### src/inc/spc_pkg.sv
// Constants for the socket power control register bank.
// Assumes a 40 MHz APB clock and byte addresses of four times the index.
package spc_pkg;

  // ****************************************************************
  // Bus geometry
  // ****************************************************************
  localparam int ADDR_W = 10;
  localparam int DATA_W = 32;
  localparam int IDX_W  = 8;

  // Register indices; byte address is four times the index
  localparam logic [7:0] IDX_REV  = 8'h00; // Revision field
  localparam logic [7:0] IDX_PWR  = 8'h02; // socket_power_control
  localparam logic [7:0] IDX_SYS  = 8'h20; // System control bits
  localparam logic [7:0] IDX_STAT = 8'h21; // Applied supply state

  // ****************************************************************
  // Field positions
  // ****************************************************************
  localparam int GATE_BIT   = 7;
  localparam int AUTO_BIT   = 5;
  localparam int ON_BIT     = 4;
  localparam int LVL_LSB    = 3;
  localparam int VPP_LSB    = 0;
  localparam int PERMIT_BIT = 7;
  localparam int CHOICE_BIT = 2;

  // ****************************************************************
  // Reset values and write masks
  // ****************************************************************
  localparam logic [7:0] PWR_RESET  = 8'h00;
  localparam logic [7:0] SYS_RESET  = 8'h00;
  localparam logic [3:0] REV_RESET  = 4'h4;
  localparam logic [3:0] REV_LEGACY = 4'h2;
  localparam logic [7:0] MASK_LEG   = 8'hB3; // Bits 7,5,4,1,0
  localparam logic [7:0] MASK_EXT   = 8'h9B; // Bits 7,4,3,1,0
  localparam logic [7:0] MASK_SYS   = 8'h84; // Bits 7,2

  // ****************************************************************
  // Supply encodings
  // ****************************************************************
  localparam logic [1:0] VCC_OFF  = 2'h0;
  localparam logic [1:0] VCC_RSVD = 2'h1;
  localparam logic [1:0] VCC_5V   = 2'h2;
  localparam logic [1:0] VCC_3V3  = 2'h3;
  localparam logic [1:0] VPP_NONE = 2'h0;
  localparam logic [1:0] VPP_VCC  = 2'h1;
  localparam logic [1:0] VPP_12V  = 2'h2;
  localparam logic [1:0] VPP_RSVD = 2'h3;

endpackage

### src/logic/spc_apb_slave.sv
// APB slave front end: one wait state, registered answer.
// Assumes an APB master that holds the request until pready is seen.
`timescale 1ns/1ps
`default_nettype none
module spc_apb_slave (
  input  wire logic                        clk,
  input  wire logic                        rst_b,
  input  wire logic                        psel,
  input  wire logic                        penable,
  input  wire logic                        pwrite,
  input  wire logic [spc_pkg::ADDR_W-1:0]  paddr,
  input  wire logic [spc_pkg::DATA_W-1:0]  rd_data,
  input  wire logic                        hit,
  output logic                             pready,
  output logic      [spc_pkg::DATA_W-1:0]  prdata,
  output logic                             pslverr,
  output logic      [spc_pkg::IDX_W-1:0]   idx,
  output logic                             wr_stb
);

  // ****************************************************************
  // Handshake
  // ****************************************************************
  logic                       pready_d;
  logic                       pready_q;
  logic [spc_pkg::DATA_W-1:0] prdata_d;
  logic [spc_pkg::DATA_W-1:0] prdata_q;
  logic                       pslverr_d;
  logic                       pslverr_q;

  // Misaligned addresses never decode, so they fall to the error answer
  assign idx    = (paddr[1:0] == 2'h0) ? paddr[spc_pkg::ADDR_W-1:2] : 8'hFF;
  assign wr_stb = psel & penable & pready_q & pwrite & hit;

  // Answer one cycle into the access phase, then drop pready again
  always_comb begin
    pready_d  = psel & penable & ~pready_q;
    prdata_d  = (pready_d & ~pwrite & hit) ? rd_data : 32'h0000_0000;
    pslverr_d = pready_d & ~hit;
  end

  always_ff @(posedge clk) begin
    if (!rst_b) begin
      pready_q  <= 1'b0;
      prdata_q  <= 32'h0000_0000;
      pslverr_q <= 1'b0;
    end else begin
      pready_q  <= pready_d;
      prdata_q  <= prdata_d;
      pslverr_q <= pslverr_d;
    end
  end

  assign pready  = pready_q;
  assign prdata  = prdata_q;
  assign pslverr = pslverr_q;

endmodule
`default_nettype wire

### src/logic/spc_supply_decode.sv
// Supply request decode from the stored register fields.
// Takes the raw stored register; each layout decodes only bits that its own mask keeps.
`timescale 1ns/1ps
`default_nettype none
module spc_supply_decode (
  input  wire logic       legacy,
  input  wire logic [7:0] pwr,
  input  wire logic       level_choice,
  input  wire logic       auto_on,
  input  wire logic       card_seated,
  output logic      [1:0] vcc_code,
  output logic      [1:0] vpp_code
);

  // ****************************************************************
  // Card supply, then programming supply
  // ****************************************************************
  logic on_legacy;
  logic vcc_live;

  // Auto switching cuts power while no card is seated
  assign on_legacy = pwr[spc_pkg::ON_BIT] & (~auto_on | card_seated);

  always_comb begin
    if (legacy) begin
      if (on_legacy) begin
        vcc_code = level_choice ? spc_pkg::VCC_3V3 : spc_pkg::VCC_5V;
      end else begin
        vcc_code = spc_pkg::VCC_OFF;
      end
    end else begin
      vcc_code = pwr[spc_pkg::LVL_LSB +: 2];
      if (vcc_code == spc_pkg::VCC_RSVD) begin
        vcc_code = spc_pkg::VCC_OFF;
      end
    end
  end

  // Reserved request is treated as no connection for safety
  always_comb begin
    vcc_live = (vcc_code == spc_pkg::VCC_5V) | (vcc_code == spc_pkg::VCC_3V3);
    vpp_code = pwr[spc_pkg::VPP_LSB +: 2];
    if (!vcc_live || vpp_code == spc_pkg::VPP_RSVD) begin
      vpp_code = spc_pkg::VPP_NONE;
    end
  end

endmodule
`default_nettype wire

### src/logic/spc_top.sv
// Socket power control register bank with APB access.
// Assumes card detect pins are asynchronous and active low.
//
// How it works
// Bit 7 gates all card-side outputs, off at reset, in both layouts; here it drives card_output_gate only, not the supply outputs.
// In the legacy layout bit 6 reads zero and cannot be written.
// In the legacy layout bit 5 enables card-detect driven supply switching.
// The auto switching bit only works while system control bit 7 permits.
// With legacy bit 4 clear, card and programming supplies are disconnected.
// With legacy bit 4 set, the card supply level comes from system bit 2.
// In the legacy layout bits 3 and 2 read zero.
// Bits 1:0 request programming supply none, card level, 12 V or reserved.
// The programming request is ignored unless the card supply is on.
// In the extended layout bits 6 and 5 read zero.
// In the extended layout bits 4:3 request 0 V, 0 V, 5 V or 3.3 V.
// In the extended layout bit 2 reads zero.
// Revision 0010b selects legacy; reset value 0100b selects extended.
// Writes to reserved bits or fields of the other layout do nothing.
`timescale 1ns/1ps
`default_nettype none
module spc_top (
  input  wire logic                       clk,
  input  wire logic                       rst_b,
  input  wire logic                       psel,
  input  wire logic                       penable,
  input  wire logic                       pwrite,
  input  wire logic [spc_pkg::ADDR_W-1:0] paddr,
  input  wire logic [spc_pkg::DATA_W-1:0] pwdata,
  input  wire logic [1:0]                 card_detect_b,
  output logic                            pready,
  output logic      [spc_pkg::DATA_W-1:0] prdata,
  output logic                            pslverr,
  output logic                            card_output_gate,
  output logic      [1:0]                 card_supply_level,
  output logic      [1:0]                 prog_supply_request
);

  // ****************************************************************
  // Bus front end
  // ****************************************************************
  logic [spc_pkg::DATA_W-1:0] rd_data;
  logic                       hit;
  logic [spc_pkg::IDX_W-1:0]  idx;
  logic                       wr_stb;

  spc_apb_slave u_apb (
    .clk     (clk),
    .rst_b   (rst_b),
    .psel    (psel),
    .penable (penable),
    .pwrite  (pwrite),
    .paddr   (paddr),
    .rd_data (rd_data),
    .hit     (hit),
    .pready  (pready),
    .prdata  (prdata),
    .pslverr (pslverr),
    .idx     (idx),
    .wr_stb  (wr_stb)
  );

  // ****************************************************************
  // Card detect synchroniser
  // ****************************************************************
  logic [1:0] cd_s1_q;
  logic [1:0] cd_s2_q;
  logic [1:0] cd_s3_q;
  logic [1:0] cd_stable_q;
  logic [1:0] cd_stable_d;

  // Three stages; a change counts only once stages two and three agree
  generate
    for (genvar i = 0; i < 2; i++) begin : g_cd
      always_comb begin
        cd_stable_d[i] = (cd_s2_q[i] == cd_s3_q[i]) ? cd_s3_q[i] : cd_stable_q[i];
      end
      always_ff @(posedge clk) begin
        if (!rst_b) begin
          cd_s1_q[i]     <= 1'b1;
          cd_s2_q[i]     <= 1'b1;
          cd_s3_q[i]     <= 1'b1;
          cd_stable_q[i] <= 1'b1;
        end else begin
          cd_s1_q[i]     <= card_detect_b[i];
          cd_s2_q[i]     <= cd_s1_q[i];
          cd_s3_q[i]     <= cd_s2_q[i];
          cd_stable_q[i] <= cd_stable_d[i];
        end
      end
    end
  endgenerate

  // A partly inserted card is not seated; both detects must be low
  logic card_seated;
  assign card_seated = ~cd_stable_q[0] & ~cd_stable_q[1];

  // ****************************************************************
  // Registers
  // ****************************************************************
  logic [7:0] pwr_q;
  logic [7:0] pwr_d;
  logic [7:0] sys_q;
  logic [7:0] sys_d;
  logic [3:0] rev_q;
  logic [3:0] rev_d;
  logic       legacy;
  logic       permit;
  logic [7:0] pwr_mask;
  logic [7:0] pwr_view;

  assign legacy = (rev_q == spc_pkg::REV_LEGACY);
  assign permit = sys_q[spc_pkg::PERMIT_BIT];

  // Writable bits follow the active layout; bit 5 also needs the permit
  always_comb begin
    pwr_mask = legacy ? spc_pkg::MASK_LEG : spc_pkg::MASK_EXT;
    if (!permit) begin
      pwr_mask[spc_pkg::AUTO_BIT] = 1'b0;
    end
  end

  // Readback hides bits that the active layout does not own
  assign pwr_view = pwr_q & (legacy ? spc_pkg::MASK_LEG : spc_pkg::MASK_EXT);

  // Next values; a masked merge leaves reserved bits untouched
  always_comb begin
    pwr_d = pwr_q;
    sys_d = sys_q;
    rev_d = rev_q;
    if (wr_stb) begin
      case (idx)
        spc_pkg::IDX_PWR: begin
          pwr_d = (pwr_q & ~pwr_mask) | (pwdata[7:0] & pwr_mask);
        end
        spc_pkg::IDX_SYS: begin
          sys_d = pwdata[7:0] & spc_pkg::MASK_SYS;
        end
        spc_pkg::IDX_REV: begin
          rev_d = pwdata[3:0];
        end
        default: begin
          pwr_d = pwr_q;
        end
      endcase
    end
  end

  always_ff @(posedge clk) begin
    if (!rst_b) begin
      pwr_q <= spc_pkg::PWR_RESET;
      sys_q <= spc_pkg::SYS_RESET;
      rev_q <= spc_pkg::REV_RESET;
    end else begin
      pwr_q <= pwr_d;
      sys_q <= sys_d;
      rev_q <= rev_d;
    end
  end

  // ****************************************************************
  // Supply decode
  // ****************************************************************
  logic       auto_on;
  logic [1:0] vcc_code;
  logic [1:0] vpp_code;

  // Auto switching is a legacy feature and needs the system permit
  assign auto_on = legacy & pwr_q[spc_pkg::AUTO_BIT] & permit;

  spc_supply_decode u_dec (
    .legacy       (legacy),
    .pwr          (pwr_q),
    .level_choice (sys_q[spc_pkg::CHOICE_BIT]),
    .auto_on      (auto_on),
    .card_seated  (card_seated),
    .vcc_code     (vcc_code),
    .vpp_code     (vpp_code)
  );

  // ****************************************************************
  // Outputs, registered so the switch never sees decode glitches
  // ****************************************************************
  logic       gate_d;
  logic       gate_q;
  logic [1:0] vcc_q;
  logic [1:0] vpp_q;

  always_comb begin
    gate_d = pwr_q[spc_pkg::GATE_BIT];
  end

  always_ff @(posedge clk) begin
    if (!rst_b) begin
      gate_q <= 1'b0;
      vcc_q  <= spc_pkg::VCC_OFF;
      vpp_q  <= spc_pkg::VPP_NONE;
    end else begin
      gate_q <= gate_d;
      vcc_q  <= vcc_code;
      vpp_q  <= vpp_code;
    end
  end

  assign card_output_gate    = gate_q;
  assign card_supply_level   = vcc_q;
  assign prog_supply_request = vpp_q;

  // ****************************************************************
  // Read multiplexer
  // ****************************************************************
  always_comb begin
    hit     = 1'b1;
    rd_data = 32'h0000_0000;
    case (idx)
      spc_pkg::IDX_PWR:  rd_data[7:0] = pwr_view;
      spc_pkg::IDX_SYS:  rd_data[7:0] = sys_q;
      spc_pkg::IDX_REV:  rd_data[3:0] = rev_q;
      spc_pkg::IDX_STAT: rd_data[7:0] = {card_seated, auto_on, 1'b0, gate_q,
                                         vcc_q, vpp_q};
      default:           hit = 1'b0;
    endcase
  end
endmodule
`default_nettype wire
### config.mk
export PLATFORM = sky130hd
export DESIGN_NAME = spc_top
export DESIGN_NICKNAME = d
export VERILOG_FILES = /design/src/inc/spc_pkg.sv /design/src/logic/spc_apb_slave.sv /design/src/logic/spc_supply_decode.sv /design/src/logic/spc_top.sv
export SDC_FILE = /design/constraint.sdc
export NUM_CORES = 1
export LEC_CHECK = 0
export ABC_AREA = 1
export BUFFER_PORTS_ARGS = -buffer_cell sky130_fd_sc_hd__buf_2
export CORE_MARGIN = 10
export CORE_UTILIZATION = 45
export CTS_BUF_LIST = sky130_fd_sc_hd__clkbuf_4 sky130_fd_sc_hd__clkbuf_8 sky130_fd_sc_hd__clkbuf_16
export DETAILED_ROUTE_END_ITERATION = 7
export HOLD_SLACK_MARGIN = 0.02
export PLACE_DENSITY = 0.76
export SLEW_MARGIN = 20
export SYNTH_ARGS = -nofsm -noshare
export SYNTH_HDL_FRONTEND = slang
export SYNTH_SLANG_ARGS = --single-unit
### constraint.sdc
create_clock -name clk -period 2 [get_ports clk]
set_clock_uncertainty 0.2 [all_clocks]
set_input_delay 0.2 -clock clk [delete_from_list [all_inputs] [get_ports clk]]
set_output_delay 0.2 -clock clk [all_outputs]
set_load 0.005 [all_outputs]
* After elaboration in Yosys (flattened, before gate mapping)
Index checks and enable logic that the tools add are counted.
** Word-level totals
- Bits of input ports :: 49
- Logic and storage cells :: 74
- Flip-flop bits (word level) :: 61
- Output and inout port bits :: 39
** Cells by class
- Reductions and logical operators :: 10
- Multiplexer cells :: 10
- Eq/ne operators :: 10
- Bitwise operators :: 26
** Operators with widths (count)
- 8-bit bitwise AND :: 3
- 8-bit by 6-bit == test with 1-bit output (second input constant) :: 2
- 4-bit case mux with 4 select lines :: 1
- 1-bit bitwise AND :: 12
- 4-bit case mux with 3 select lines :: 1
- 8-bit by 2-bit == test with 1-bit output (second input constant) :: 1
- 8-bit zero test :: 1
- 8-bit 2-to-1 mux :: 1
- 8-bit NOT :: 1
- 8-bit bitwise OR :: 1
- 2-bit AND reduction :: 4
- 1-bit NOT :: 7
- 2-bit == test (second input constant) :: 3
- 2-bit 2-to-1 mux :: 3
- 6-bit 2-to-1 mux :: 1
- 4-bit by 2-bit == test with 1-bit output (second input constant) :: 1
- 4-bit OR reduction :: 1
- 1-bit 2-to-1 mux :: 3
- 1-bit == test :: 2
- 2-bit by 1-bit == test with 1-bit output (second input constant) :: 1
- 2-bit zero test :: 1
- 1-bit bitwise OR :: 2
- 2-bit OR reduction :: 1
- 1-bit zero test :: 1
- 1-bit logical OR :: 1

* Depth between registers and ports, before layout
Gate-level depths: netlist (run 1).
- Word-level depth :: 13
- Depth in mapped cells :: 11
- Depth with buffers taken out :: 11

* Cells and area by module
From an unflattened synthesis (run 1), not the netlist that was laid out.
** Unflattened totals
- Cell total of the unflattened synthesis :: 306
- Area, all modules :: 2518.7 µm²
** By module, submodules not included
- spc_apb_slave :: instances 1, area an instance 1292.5 µm², cells each 130, seq. area each 680.7 µm²
- spc_top :: instances 1, area an instance 1159.9 µm², cells each 162, seq. area each 500.5 µm²
- spc_supply_decode :: instances 1, area an instance 66.3 µm², cells each 14, seq. area each 0.0 µm²

* Worst setup path before layout (run 1)
No wires, ideal clock.
- Path type :: input -> register
- Start :: input paddr[6] in the netlist's numbering
- End :: register pwr_q[4]
- Data arrival time :: 1.130 ns
- Library setup time :: 0.110 ns
- Setup slack :: 0.560 ns
- Data required time :: 1.690 ns
- Stages :: 9
- Buffers on the path :: 0
- Path through :: or2_0 nor2_2 nand3_1 nand3_4 nand2_2 nor2_2 nand2_1 nand2_1 nor2_1
** Between the ends
- Word-level cells in the longest chain between the ends :: 6
- Elaborated cells between the ends (all ways) :: 9
- Those cells by class :: eq/ne: 3; mux: 2; bitwise: 1; reduce/logical: 3
** Ends and longest elaborated chain
- start: declaration :: RTL line spc_top.sv:27 : input wire logic [spc_pkg::ADDR_W-1:0] paddr,
- 8-bit 2-to-1 mux (*) :: RTL line spc_apb_slave.sv:32 : assign idx = (paddr[1:0] == 2'h0) ? paddr[spc_pkg::ADDR_W-1:2] : 8'hFF;
- 8-bit by 6-bit == test with 1-bit output (tied with other cells) :: RTL line spc_top.sv:214 : case (idx)
- 4-bit OR reduction (no line)
- 1-bit 2-to-1 mux :: RTL line spc_top.sv:214
- 1-bit bitwise AND :: RTL line spc_apb_slave.sv:33 : assign wr_stb = psel & penable & pready_q & pwrite & hit;
- 2-bit AND reduction (no line) (*)
- end signal: assignment :: RTL line spc_top.sv:150 : pwr_q <= spc_pkg::PWR_RESET;
- end signal: assignment :: RTL line spc_top.sv:154 : pwr_q <= pwr_d;
- end: declaration :: RTL line spc_top.sv:100 : logic [7:0] pwr_q;
Mark *: on every way between the ends. The rest lies on a longest branch, timed or not.
A chain may end at the register's enable or synchronous reset.

* Worst setup path after layout (run 1)
- Start :: input penable
- End :: register u_apb.prdata_q, in the netlist u_apb.prdata[4]
** Between the ends
- Word-level cells in the longest chain between the ends :: 5
** Ends and longest elaborated chain
- start: declaration :: RTL line spc_top.sv:25 : input wire logic penable,
- 1-bit bitwise AND (2 in series) :: RTL line spc_apb_slave.sv:37 : pready_d = psel & penable & ~pready_q;
- 1-bit bitwise AND (2 in series) :: RTL line spc_apb_slave.sv:38 : prdata_d = (pready_d & ~pwrite & hit) ? rd_data : 32'h0000_0000;
- 2-bit AND reduction (no line)
- end signal: assignment :: RTL line spc_apb_slave.sv:49 : prdata_q <= prdata_d;
- end: declaration :: RTL line spc_apb_slave.sv:27 : logic [spc_pkg::DATA_W-1:0] prdata_q;
No other way between the ends.

==> results of run 1 <==
==> registers in the layout, summed over array words and instances, names as in the netlist, named ones only <==
signal	count
u_apb.pslverr	1
prog_supply_request	2
cd_s2_q	2
sys_q	2
pwr_q	4
cd_stable_q	2
rev_q	4
u_apb.prdata	8
cd_s3_q	2
cd_s1_q	2
card_supply_level	2
u_apb.pready	1
card_output_gate	1
==> power by group <==
group / internal [uW] / leakage [uW] / switching (uW)
Combinational: 44.5 / 0.000709 / 48.0
Sequential: 703 / 0.000283 / 2.81
Clock: 257 / 0.0000446 / 258
==> final timing paths <==
check,from,endpoint,cells past startpoint,slack (ns)
worst min register to register,cd_s1_q[1],cd_s2_q[1],1,0.21
worst min-delay path,pwrite,u_apb.prdata[5],4,0.02
worst max register to register,rev_q[0],prog_supply_request[0],6,0.34
worst max-delay path,penable,u_apb.prdata[4],8,0.24
==> worst max-delay path, delay by kind of cell <==
kind	cells	cell delay, ns
buf+inv	2	0.62
compound gates	1	0.07
simple gates	5	0.88
==> layout by cell type, fill, tap and decap left out, types with 3 or more instances in the layout <==
| cell | count |
|---|---|
| sky130_fd_sc_hd__nand4_1 | 5 |
| sky130_fd_sc_hd__nand2_1 | 58 |
| sky130_fd_sc_hd__nor4_1 | 4 |
| sky130_fd_sc_hd__o21ai_0 | 3 |
| sky130_fd_sc_hd__nor2_2 | 5 |
| sky130_fd_sc_hd__nor3_1 | 3 |
| sky130_fd_sc_hd__clkbuf_8 | 5 |
| sky130_fd_sc_hd__buf_2 | 38 |
| sky130_fd_sc_hd__dfxtp_1 | 35 |
| sky130_fd_sc_hd__a21oi_1 | 3 |
| sky130_fd_sc_hd__conb_1 | 24 |
| sky130_fd_sc_hd__or2_2 | 6 |
| sky130_fd_sc_hd__o22ai_1 | 4 |
| sky130_fd_sc_hd__inv_1 | 34 |
| sky130_fd_sc_hd__nand3_1 | 7 |
| sky130_fd_sc_hd__nand2_2 | 7 |
| sky130_fd_sc_hd__dlygate4sd3_1 | 11 |
| sky130_fd_sc_hd__nor2_1 | 24 |
==> logic make-up after synthesis <==
kind of cell	synth area share
AND/OR/NAND/NOR	0.346
buffers and inverters	0.193
flip-flops	0.418
AO/OA/AOI/OAI	0.0410
other	0.00224
==> layout make-up <==
type                       count  area share
inverter                      36      0.0663
tap                           48      0.0294
sequential                    35       0.344
clock inverter                 2     0.00613
timing repair buffer          51       0.155
clock buffer                   6      0.0374
multi-input combinational    160       0.363
==> metrics by stage <==
step                setup slack (ns)  hold slack (ns)  power, uW
floorplan                      0.560            0.107        795
global placement               0.252            0.186        795
detailed placement             0.234            0.190        796
CTS                            0.249           0.0206       1320
global route                  0.0506           0.0628       1360
finish                         0.237           0.0241       1310
==> cells in the mapped netlist, drive strengths merged (2+ instances only) <==
library cell	n	share of area
nor4	4	0.015
a21oi	3	0.0090
nor2	31	0.086
nor3	3	0.0090
o21ai	3	0.0090
nand4	5	0.019
o22ai	4	0.015
nand2	65	0.16
nand3	8	0.031
or2	7	0.026
inv	36	0.081
clkbuf	2	0.0045
buf	24	0.11
dfxtp	35	0.42
==> routing by layer <==
layer / share of wire / routed length (um) / vias up / GRT usage
met3: 0.11 / 410 / 6 / 0.0453
met4: 0.014 / 52 / 0 / 0.0623
met5: 0 / 0 / - / 0
li1: - / - / 775 / -
met2: 0.46 / 1730 / 71 / 0.209
met1: 0.42 / 1600 / 625 / 0.129
==> timing repair <==
| item | 4_1_cts | 5_1_grt |
|---|---|---|
| setup buffers | 0 | 0 |
| hold endpoints to repair | 13 | 0 |
| hold buffers | 11 | 0 |
==> flow_summary.ini, run 1 <==
[final_layout]
post-route-cell-area_sq_um = 2040
fillers = 364
sequential_cell_area_sq_um = 701
fraction_of_final_layout_cells_sized_beyond_drive_strength_1 = 0.245
syn2layout_area_growth_pct = 21.6
post-route-util = 0.561
multi_input_combinational_cell_area_sq_um = 739
num_antenna_cells = 0
nets = 338
final_cell_count_no_fill = 338

[cts]
tritoncts = built
clkSlewWorstSetupHoldPaths_ns = 0.07
clock_tree.root_cell = sky130_fd_sc_hd__clkbuf_8
cts-buffers-inserted = 5
clock_latency_ns = 0.29
ctsLongestPathBuffers = 2
tritoncts_num_sinks = 35
cts_resized = 0
htree_num_levels = 2

[floorplanning]
number_of_top_level_design_ports = 88
initial_core_utilization = 0.461
coreArea_sq_um = 3630
die_x_um = 81.0
core.rowCount = 22
die_h_um = 81.0
design.die.area_sq_um = 6570

[place]
dp.cells = 319
io_buffer_count = 38
post-dp-hpwl_um = 3040
gp_congestion = 0.853
postPlaceCellArea_sq_um = 1840

[global_routing]
antenna_found_initial = 0
globalRoute.totalOverflow = 0
grt_max_degree = 15
grt.total_usage = 0.122
first_global_vias = 1503
global_route_wire_length_before_repair_um = 6390

[power]
p_leak_uw = 0.00104
max-vdd-ir-drop_v = 0.000274
pwr_density_cell_nw_per_um2 = 644

[routing]
post-route-drc-count = 0
antenna_violating_nets_post_route = 0
routed_via_density = 4.37
wirelength_um = 3800
drt_iter0_markers = 84
detailroute.via_count = 1477
drtPass1Iterations = 5
routed_wire_per_std_cell_um = 11.2

[synthesis]
synth_cell_types = 24
yosys_warnings = 0
synth-edff-count = 0
synth_area_sq_um = 1680
post_synth.cell_area_avg_sq_um = 7.16
yosys_register_bits = 35
seq_area_frac_synth = 0.418
ys_async_sr_fraction = 0
synth-main-ff-cell = sky130_fd_sc_hd__dfxtp_1
postSynthCellCount = 234

[setup_path]
critPathCaptureType = register
worst_ep_required_time_ns = 2.01
crit_chain = dlygate4sd3_1 -> buf_2 -> nand2_1 -> nor4_1 -> nand2_2 -> nor2_2 -> nand2_1 -> o31ai_1
critical_path_start_type = input port
critical-path-slowest-cell = sky130_fd_sc_hd__dlygate4sd3_1
slowest_stage_delay_cp_ns = 0.52
timing.critical_path.mode_cell = sky130_fd_sc_hd__nand2_1
class_of_the_most_critical_setup_path = input port to register
timing.critical_path.arrival_ns = 1.77
crit_path_max_fanout = 5

[timing]
maxClockFrequency_mhz = 567
setup_repair_after_global_routing_missed_its_margin = false
setup_viol = 0
hold_viol = 0
period_needed_ns = 1.76
final_critical_path_share_of_the_clock_period = 0.882
final_max_slew_viol_count = 0
final.setup.tns_ns = 0

[run]
timing.max_cap.violations = 0

[run_status]
status = finished, final reports clean

[hold_path]
worst_hold_path_type = input port to register
(Power assumes the default switching activity.)
==> inputs of run 2 (changes only) <==
--- a/config.mk
+++ b/config.mk
@@ -5,14 +5,14 @@
 export SDC_FILE = /design/constraint.sdc
 export NUM_CORES = 1
 export LEC_CHECK = 0
-export ABC_AREA = 1
+export ABC_AREA = 0
 export BUFFER_PORTS_ARGS = -buffer_cell sky130_fd_sc_hd__buf_2
 export CORE_MARGIN = 10
-export CORE_UTILIZATION = 45
+export CORE_UTILIZATION = 43
 export CTS_BUF_LIST = sky130_fd_sc_hd__clkbuf_4 sky130_fd_sc_hd__clkbuf_8 sky130_fd_sc_hd__clkbuf_16
 export DETAILED_ROUTE_END_ITERATION = 7
 export HOLD_SLACK_MARGIN = 0.02
-export PLACE_DENSITY = 0.76
+export PLACE_DENSITY = 0.74
 export SLEW_MARGIN = 20
 export SYNTH_ARGS = -nofsm -noshare
 export SYNTH_HDL_FRONTEND = slang
==> flow_summary.ini, run 2 <==
[routing]
routed_wire_per_std_cell_um = 13.0
drt_iter0_markers = 90
drtPass1Iterations = 4
post-route-drc-count = 0
detailroute.via_count = 1278
antenna_violating_nets_post_route = 0
wirelength_um = 3580
routed_via_density = 4.65

[final_layout]
fraction_of_final_layout_cells_sized_beyond_drive_strength_1 = 0.227
largest_reg_flops = 8
nets = 278
layout_commonest_cell = sky130_fd_sc_hd__buf_2
num_antenna_cells = 0
post-route-cell-area_sq_um = 1940
layout.cells.most_common_list = sky130_fd_sc_hd__buf_2 (37), sky130_fd_sc_hd__dfxtp_1 (35), sky130_fd_sc_hd__conb_1 (24), sky130_fd_sc_hd__nand2_1 (19), sky130_fd_sc_hd__dlygate4sd3_1 (18)
syn2layout_area_growth_pct = 23.6

[setup_path]
reg2reg_depth = 5
worst-path-buf-inv = 3
crit_family = buffers and inverters
critPathCaptureType = register
cp.depth = 7
timing.critical_path.mode_cell = sky130_fd_sc_hd__dlygate4sd3_1
class_of_the_most_critical_setup_path = input port to register
crit_path_end = u_apb.prdata[5]
reg2reg_from = rev_q[3]
ff2ff_setup_slack_ns = 0.18
slowest_stage_delay_cp_ns = 0.55
critical_path_start_type = input port
critical_path.startpoint = rst_b
timing.critical_path.arrival_ns = 1.95
crit_chain = dlygate4sd3_1 -> buf_4 -> nand4b_1 -> nor2_2 -> nand3_1 -> nor2_1 -> dlygate4sd3_1
crit_path_max_fanout = 13
critical-path-slowest-cell = sky130_fd_sc_hd__dlygate4sd3_1
worst_ep_required_time_ns = 2.08
rr_endpoint = u_apb.prdata[5]

[cts]
tritoncts_num_sinks = 35
tritoncts = built
cts-buffers-inserted = 5
clkSlewWorstSetupHoldPaths_ns = 0.10
ctsLongestPathBuffers = 2
clock_latency_ns = 0.33
htree_num_levels = 2
clock_tree.root_cell = sky130_fd_sc_hd__clkbuf_4
postCtsSetupBuffers = 0

[global_routing]
grt.total_usage = 0.110
globalRoute.totalOverflow = 0
global_route_wire_length_before_repair_um = 5620
antenna_found_initial = 0
first_global_vias = 1201
grt_max_degree = 15

[synthesis]
ys_async_sr_fraction = 0
postSynthCellCount = 172
synth-adder-area-share = 0
yosys.area.top_type_share = 0.447
synth.most_common_cell = sky130_fd_sc_hd__dfxtp_1
yosys_warnings = 0
seq_area_frac_synth = 0.447
largest_family_of_logic_cells_by_synthesized_area = simple AND/OR/NAND/NOR gates
compound_gate_portion_of_the_synthesized_area = 0.0927
synth_area_sq_um = 1570
ys_top_cells_by_area = sky130_fd_sc_hd__dfxtp_1 (45%), sky130_fd_sc_hd__buf_4 (12%), sky130_fd_sc_hd__mux2i_1 (5.1%), sky130_fd_sc_hd__nand2_1 (4.6%), sky130_fd_sc_hd__a21oi_1 (4.5%)
synth-main-ff-cell = sky130_fd_sc_hd__dfxtp_1
yosys_register_bits = 35
mux_share_of_post_synthesis_cell_area = 0.0583
post_synth_xor_area_fraction = 0
post_synth_and_or_nand_nor_area_fraction = 0.259
post_synth.cell_area_avg_sq_um = 9.11
netlist.top_cell.by_area = sky130_fd_sc_hd__dfxtp_1
synth_commonest_cells = sky130_fd_sc_hd__dfxtp_1 (35), sky130_fd_sc_hd__buf_4 (26), sky130_fd_sc_hd__nand2_1 (19)
synth_cell_types = 34
synth-edff-count = 0

[place]
post-dp-hpwl_um = 2680
io_buffer_count = 38
gp_congestion = 0.762
postPlaceCellArea_sq_um = 1700

[floorplanning]
die_x_um = 80.4
design.die.area_sq_um = 6460
coreArea_sq_um = 3420
number_of_top_level_design_ports = 88
die_h_um = 80.4
initial_core_utilization = 0.459
core.rowCount = 21

[timing]
final_critical_path_share_of_the_clock_period = 0.936
final.setup.tns_ns = 0
setup_viol = 0
maxClockFrequency_mhz = 534
setup_repair_after_global_routing_missed_its_margin = false
final_max_slew_viol_count = 0
hold_viol = 0
period_needed_ns = 1.87

[hold_path]
min_delay_startpoint = paddr[0]
worst_hold_path_type = input port to register

[power]
pwr_density_cell_nw_per_um2 = 615
p_leak_uw = 0.000850
max-vdd-ir-drop_v = 0.000304

[run_status]
status = finished, final reports clean

[run]
timing.max_cap.violations = 0
## run 2: cell types whose count changed after synthesis, sizes merged, moves of 7 or more
cell	before	now
nand2	65	19
mux2i	0	8
nor2	31	14
or2	7	0
nand2b	0	7
inv	36	2
a21oi	3	14
## run 2: worst min-delay path, cell delays in order
cell                      delay, ns
sky130_fd_sc_hd__buf_2         0.11
sky130_fd_sc_hd__nor3_1        0.07
sky130_fd_sc_hd__nand4_1       0.09
sky130_fd_sc_hd__a21oi_1       0.06
## run 2: metal layers
metal	routed length (um)	track usage	share of wire
met5	0	0	0
met3	306	0.0457	0.085
met1	1550	0.126	0.43
met4	46	0.0546	0.013
met2	1680	0.172	0.47
## run 2: report_power, final
group / internal, uW / switching (uW)
sequential: 703 / 2.19
clock: 163 / 218
combinational: 51.5 / 55.0
## run 2: stage by stage
stage / hold WS [ns] / utilization / total power, uW / std cells / setup WS [ns]
after floorplan: 0.101 / - / 799 / 195 / 0.473
after detailed placement: 0.183 / 0.496 / 799 / 250 / 0.317
after global routing: 0.0494 / 0.567 / 1240 / 275 / 0.0134
after CTS: 0.0229 / 0.566 / 1200 / 275 / 0.113
after global placement: 0.180 / 0.496 / 798 / 250 / 0.325
final: 0.0390 / 0.567 / 1190 / 275 / 0.127
## run 2: worst min path at each step
stage                     cells after the start  slack (ns)               to
final                                         4        0.04  u_apb.prdata[4]
after global routing                          3        0.05  u_apb.prdata[4]
after CTS                                     4        0.02  u_apb.prdata[4]
after detailed placement                      2        0.18       cd_s1_q[0]
after global placement                        2        0.18       cd_s1_q[1]
after floorplan                               1        0.10       cd_s1_q[0]
## run 2: final cells by class
cell class / instances / area [sq um]
timing repair buffer: 57 / 380
sequential: 35 / 701
inverter: 2 / 7.51
fill: 333 / 1480
clock inverter: 1 / 5.00
multi-input combinational: 128 / 734
tap: 46 / 57.6
clock buffer: 6 / 51.3
## run 2: kinds of logic after synthesis
logic type,count (synthesis)
compound gates,25
buf+inv,32
flops,35
mux,9
other cells,1
simple gates,70
## run 2: what timing repair did
| item | CTS | global route |
|---|---|---|
| hold buffers | 18 | 0 |
| hold endpoints to repair | 25 | 0 |
| resized for setup | 0 | 3 |
| endpoints found under the setup margin | 0 | 1 |
==> inputs of run 3 (changes only) <==
--- a/config.mk
+++ b/config.mk
@@ -7,12 +7,11 @@
 export LEC_CHECK = 0
 export ABC_AREA = 0
 export BUFFER_PORTS_ARGS = -buffer_cell sky130_fd_sc_hd__buf_2
-export CORE_MARGIN = 10
 export CORE_UTILIZATION = 43
 export CTS_BUF_LIST = sky130_fd_sc_hd__clkbuf_4 sky130_fd_sc_hd__clkbuf_8 sky130_fd_sc_hd__clkbuf_16
 export DETAILED_ROUTE_END_ITERATION = 7
 export HOLD_SLACK_MARGIN = 0.02
-export PLACE_DENSITY = 0.74
+export PLACE_DENSITY_LB_ADDON = 0.1
 export SLEW_MARGIN = 20
 export SYNTH_ARGS = -nofsm -noshare
 export SYNTH_HDL_FRONTEND = slang
==> constraint.sdc (replaced) <==
create_clock -name clk -period 2 [get_ports clk]
set_clock_uncertainty 0.2 [all_clocks]
set_input_delay 0.3 -clock clk [delete_from_list [all_inputs] [get_ports clk]]
set_output_delay 0.3 -clock clk [all_outputs]
set_load 0.005 [all_outputs]
==> flow_summary.ini, run 3 (synthesis results as in run 2) <==
[run_status]
status = finished, final reports clean

[global_routing]
first_global_vias = 1101
globalRoute.totalOverflow = 0
grt_max_degree = 15
global_route_wire_length_before_repair_um = 5120
antenna_found_initial = 0
grt.total_usage = 0.170

[floorplanning]
initial_core_utilization = 0.459
die_h_um = 62.4
design.die.area_sq_um = 3890
coreArea_sq_um = 3420
die_x_um = 62.4
core.rowCount = 21
number_of_top_level_design_ports = 88

[timing]
setup_repair_after_global_routing_missed_its_margin = false
final_max_slew_viol_count = 0
final_critical_path_share_of_the_clock_period = 0.764
hold_viol = 0
final.setup.tns_ns = 0
setup_viol = 0
period_needed_ns = 1.53
maxClockFrequency_mhz = 654

[final_layout]
num_antenna_cells = 0
largest_reg_flops = 8
fraction_of_final_layout_cells_sized_beyond_drive_strength_1 = 0.234
syn2layout_area_growth_pct = 16.3
final_cell_count_no_fill = 264
fillers = 353
layout.cells.most_common_list = sky130_fd_sc_hd__buf_2 (38), sky130_fd_sc_hd__dfxtp_1 (35), sky130_fd_sc_hd__conb_1 (24), sky130_fd_sc_hd__nand2_1 (19)
nets = 267
layout_commonest_cell = sky130_fd_sc_hd__buf_2
post-route-cell-area_sq_um = 1820

[routing]
wirelength_um = 3060
post-route-drc-count = 0
routed_wire_per_std_cell_um = 11.6
antenna_violating_nets_post_route = 0
drtPass1Iterations = 4
drt_iter0_markers = 24
detailroute.via_count = 1215
routed_via_density = 4.60

[setup_path]
critical_path_start_type = register
critPathCaptureType = register
slowest_stage_delay_cp_ns = 0.34
worst_ep_required_time_ns = 2.01
ff2ff_setup_slack_ns = 0.47
class_of_the_most_critical_setup_path = register to register
critical-path-slowest-cell = sky130_fd_sc_hd__dfxtp_1
crit_chain = and4_1 -> nand4_1 -> o21ai_0 -> a21oi_1
timing.critical_path.arrival_ns = 1.54
crit_path_max_fanout = 6

[cts]
ctsLongestPathBuffers = 2
clock_tree.root_cell = sky130_fd_sc_hd__clkbuf_4
htree_num_levels = 2
cts-buffers-inserted = 5
cts_resized = 0
tritoncts_num_sinks = 35
clkSlewWorstSetupHoldPaths_ns = 0.09
clock_latency_ns = 0.33
tritoncts = built

[power]
max-vdd-ir-drop_v = 0.000340
p_leak_uw = 0.000806
pwr_density_cell_nw_per_um2 = 645

[hold_path]
worst_hold_path_type = input port to register

[run]
timing.max_cap.violations = 0

[place]
postPlaceCellArea_sq_um = 1700
io_buffer_count = 38
gp_congestion = 0.794
post-dp-hpwl_um = 2290
dp.cells = 250
==> run 3: cell type report <==
type	instances	area, sq um	area share
multi-input cells	128	732	0.402
clock buffers	6	51.3	0.0282
inverters	2	7.51	0.00412
repair buffers	46	268	0.147
flip-flops and latches	35	701	0.385
clock inverters	1	5.00	0.00275
well taps	46	57.6	0.0316
==> run 3: worst paths after layout <==
check / startpoint / end / cells past startpoint
max reg2reg: u_apb.pready / register / 4
min reg2reg: cd_s1_q[0] / cd_s2_q[0] / 1
min: pwdata[5] / register / 3
max: u_apb.pready / register / 4
==> run 3: where the power goes <==
group / internal, uW / total [uW] / switching (uW)
Sequential: 703 / 705 / 2.35
Clock: 163 / 381 / 218
Combinational: 38.4 / 89.5 / 51.1
Total: 904 / 1180 / 272
==> run 3: metrics by stage <==
step	hold slack, ns	power, uW	worst slack, ns	utilization
floorplan	0.186	799	0.473	-
global placement	0.187	798	0.237	0.496
detailed placement	0.197	800	0.211	0.496
CTS	0.0207	1190	0.469	0.533
global route	0.0272	1230	0.333	0.533
finish	0.0362	1180	0.472	0.533
==> run 3: timing repair <==
action / CTS / global route
buffers inserted: 0 / 0
hold buffers: 7 / 0
endpoints found under the hold margin: 8 / 0
==> run 3: worst max-delay path, delay by kind of cell (launching register included) <==
| kind | cells | cell delay (ns) |
|---|---|---|
| AOI/OAI and AO/OA | 2 | 0.34 |
| and+or+nand+nor | 2 | 0.52 |
| DFF | 1 | 0.34 |
==> run 3: metal layers <==
| layer | share of wire | global-route usage | vias up |
|---|---|---|---|
| met5 | 0 | 0 | - |
| met4 | 0 | 0.0610 | 0 |
| met3 | 0.062 | 0.0570 | 0 |
| met2 | 0.44 | 0.251 | 47 |
| met1 | 0.49 | 0.228 | 538 |
| li1 | - | - | 630 |
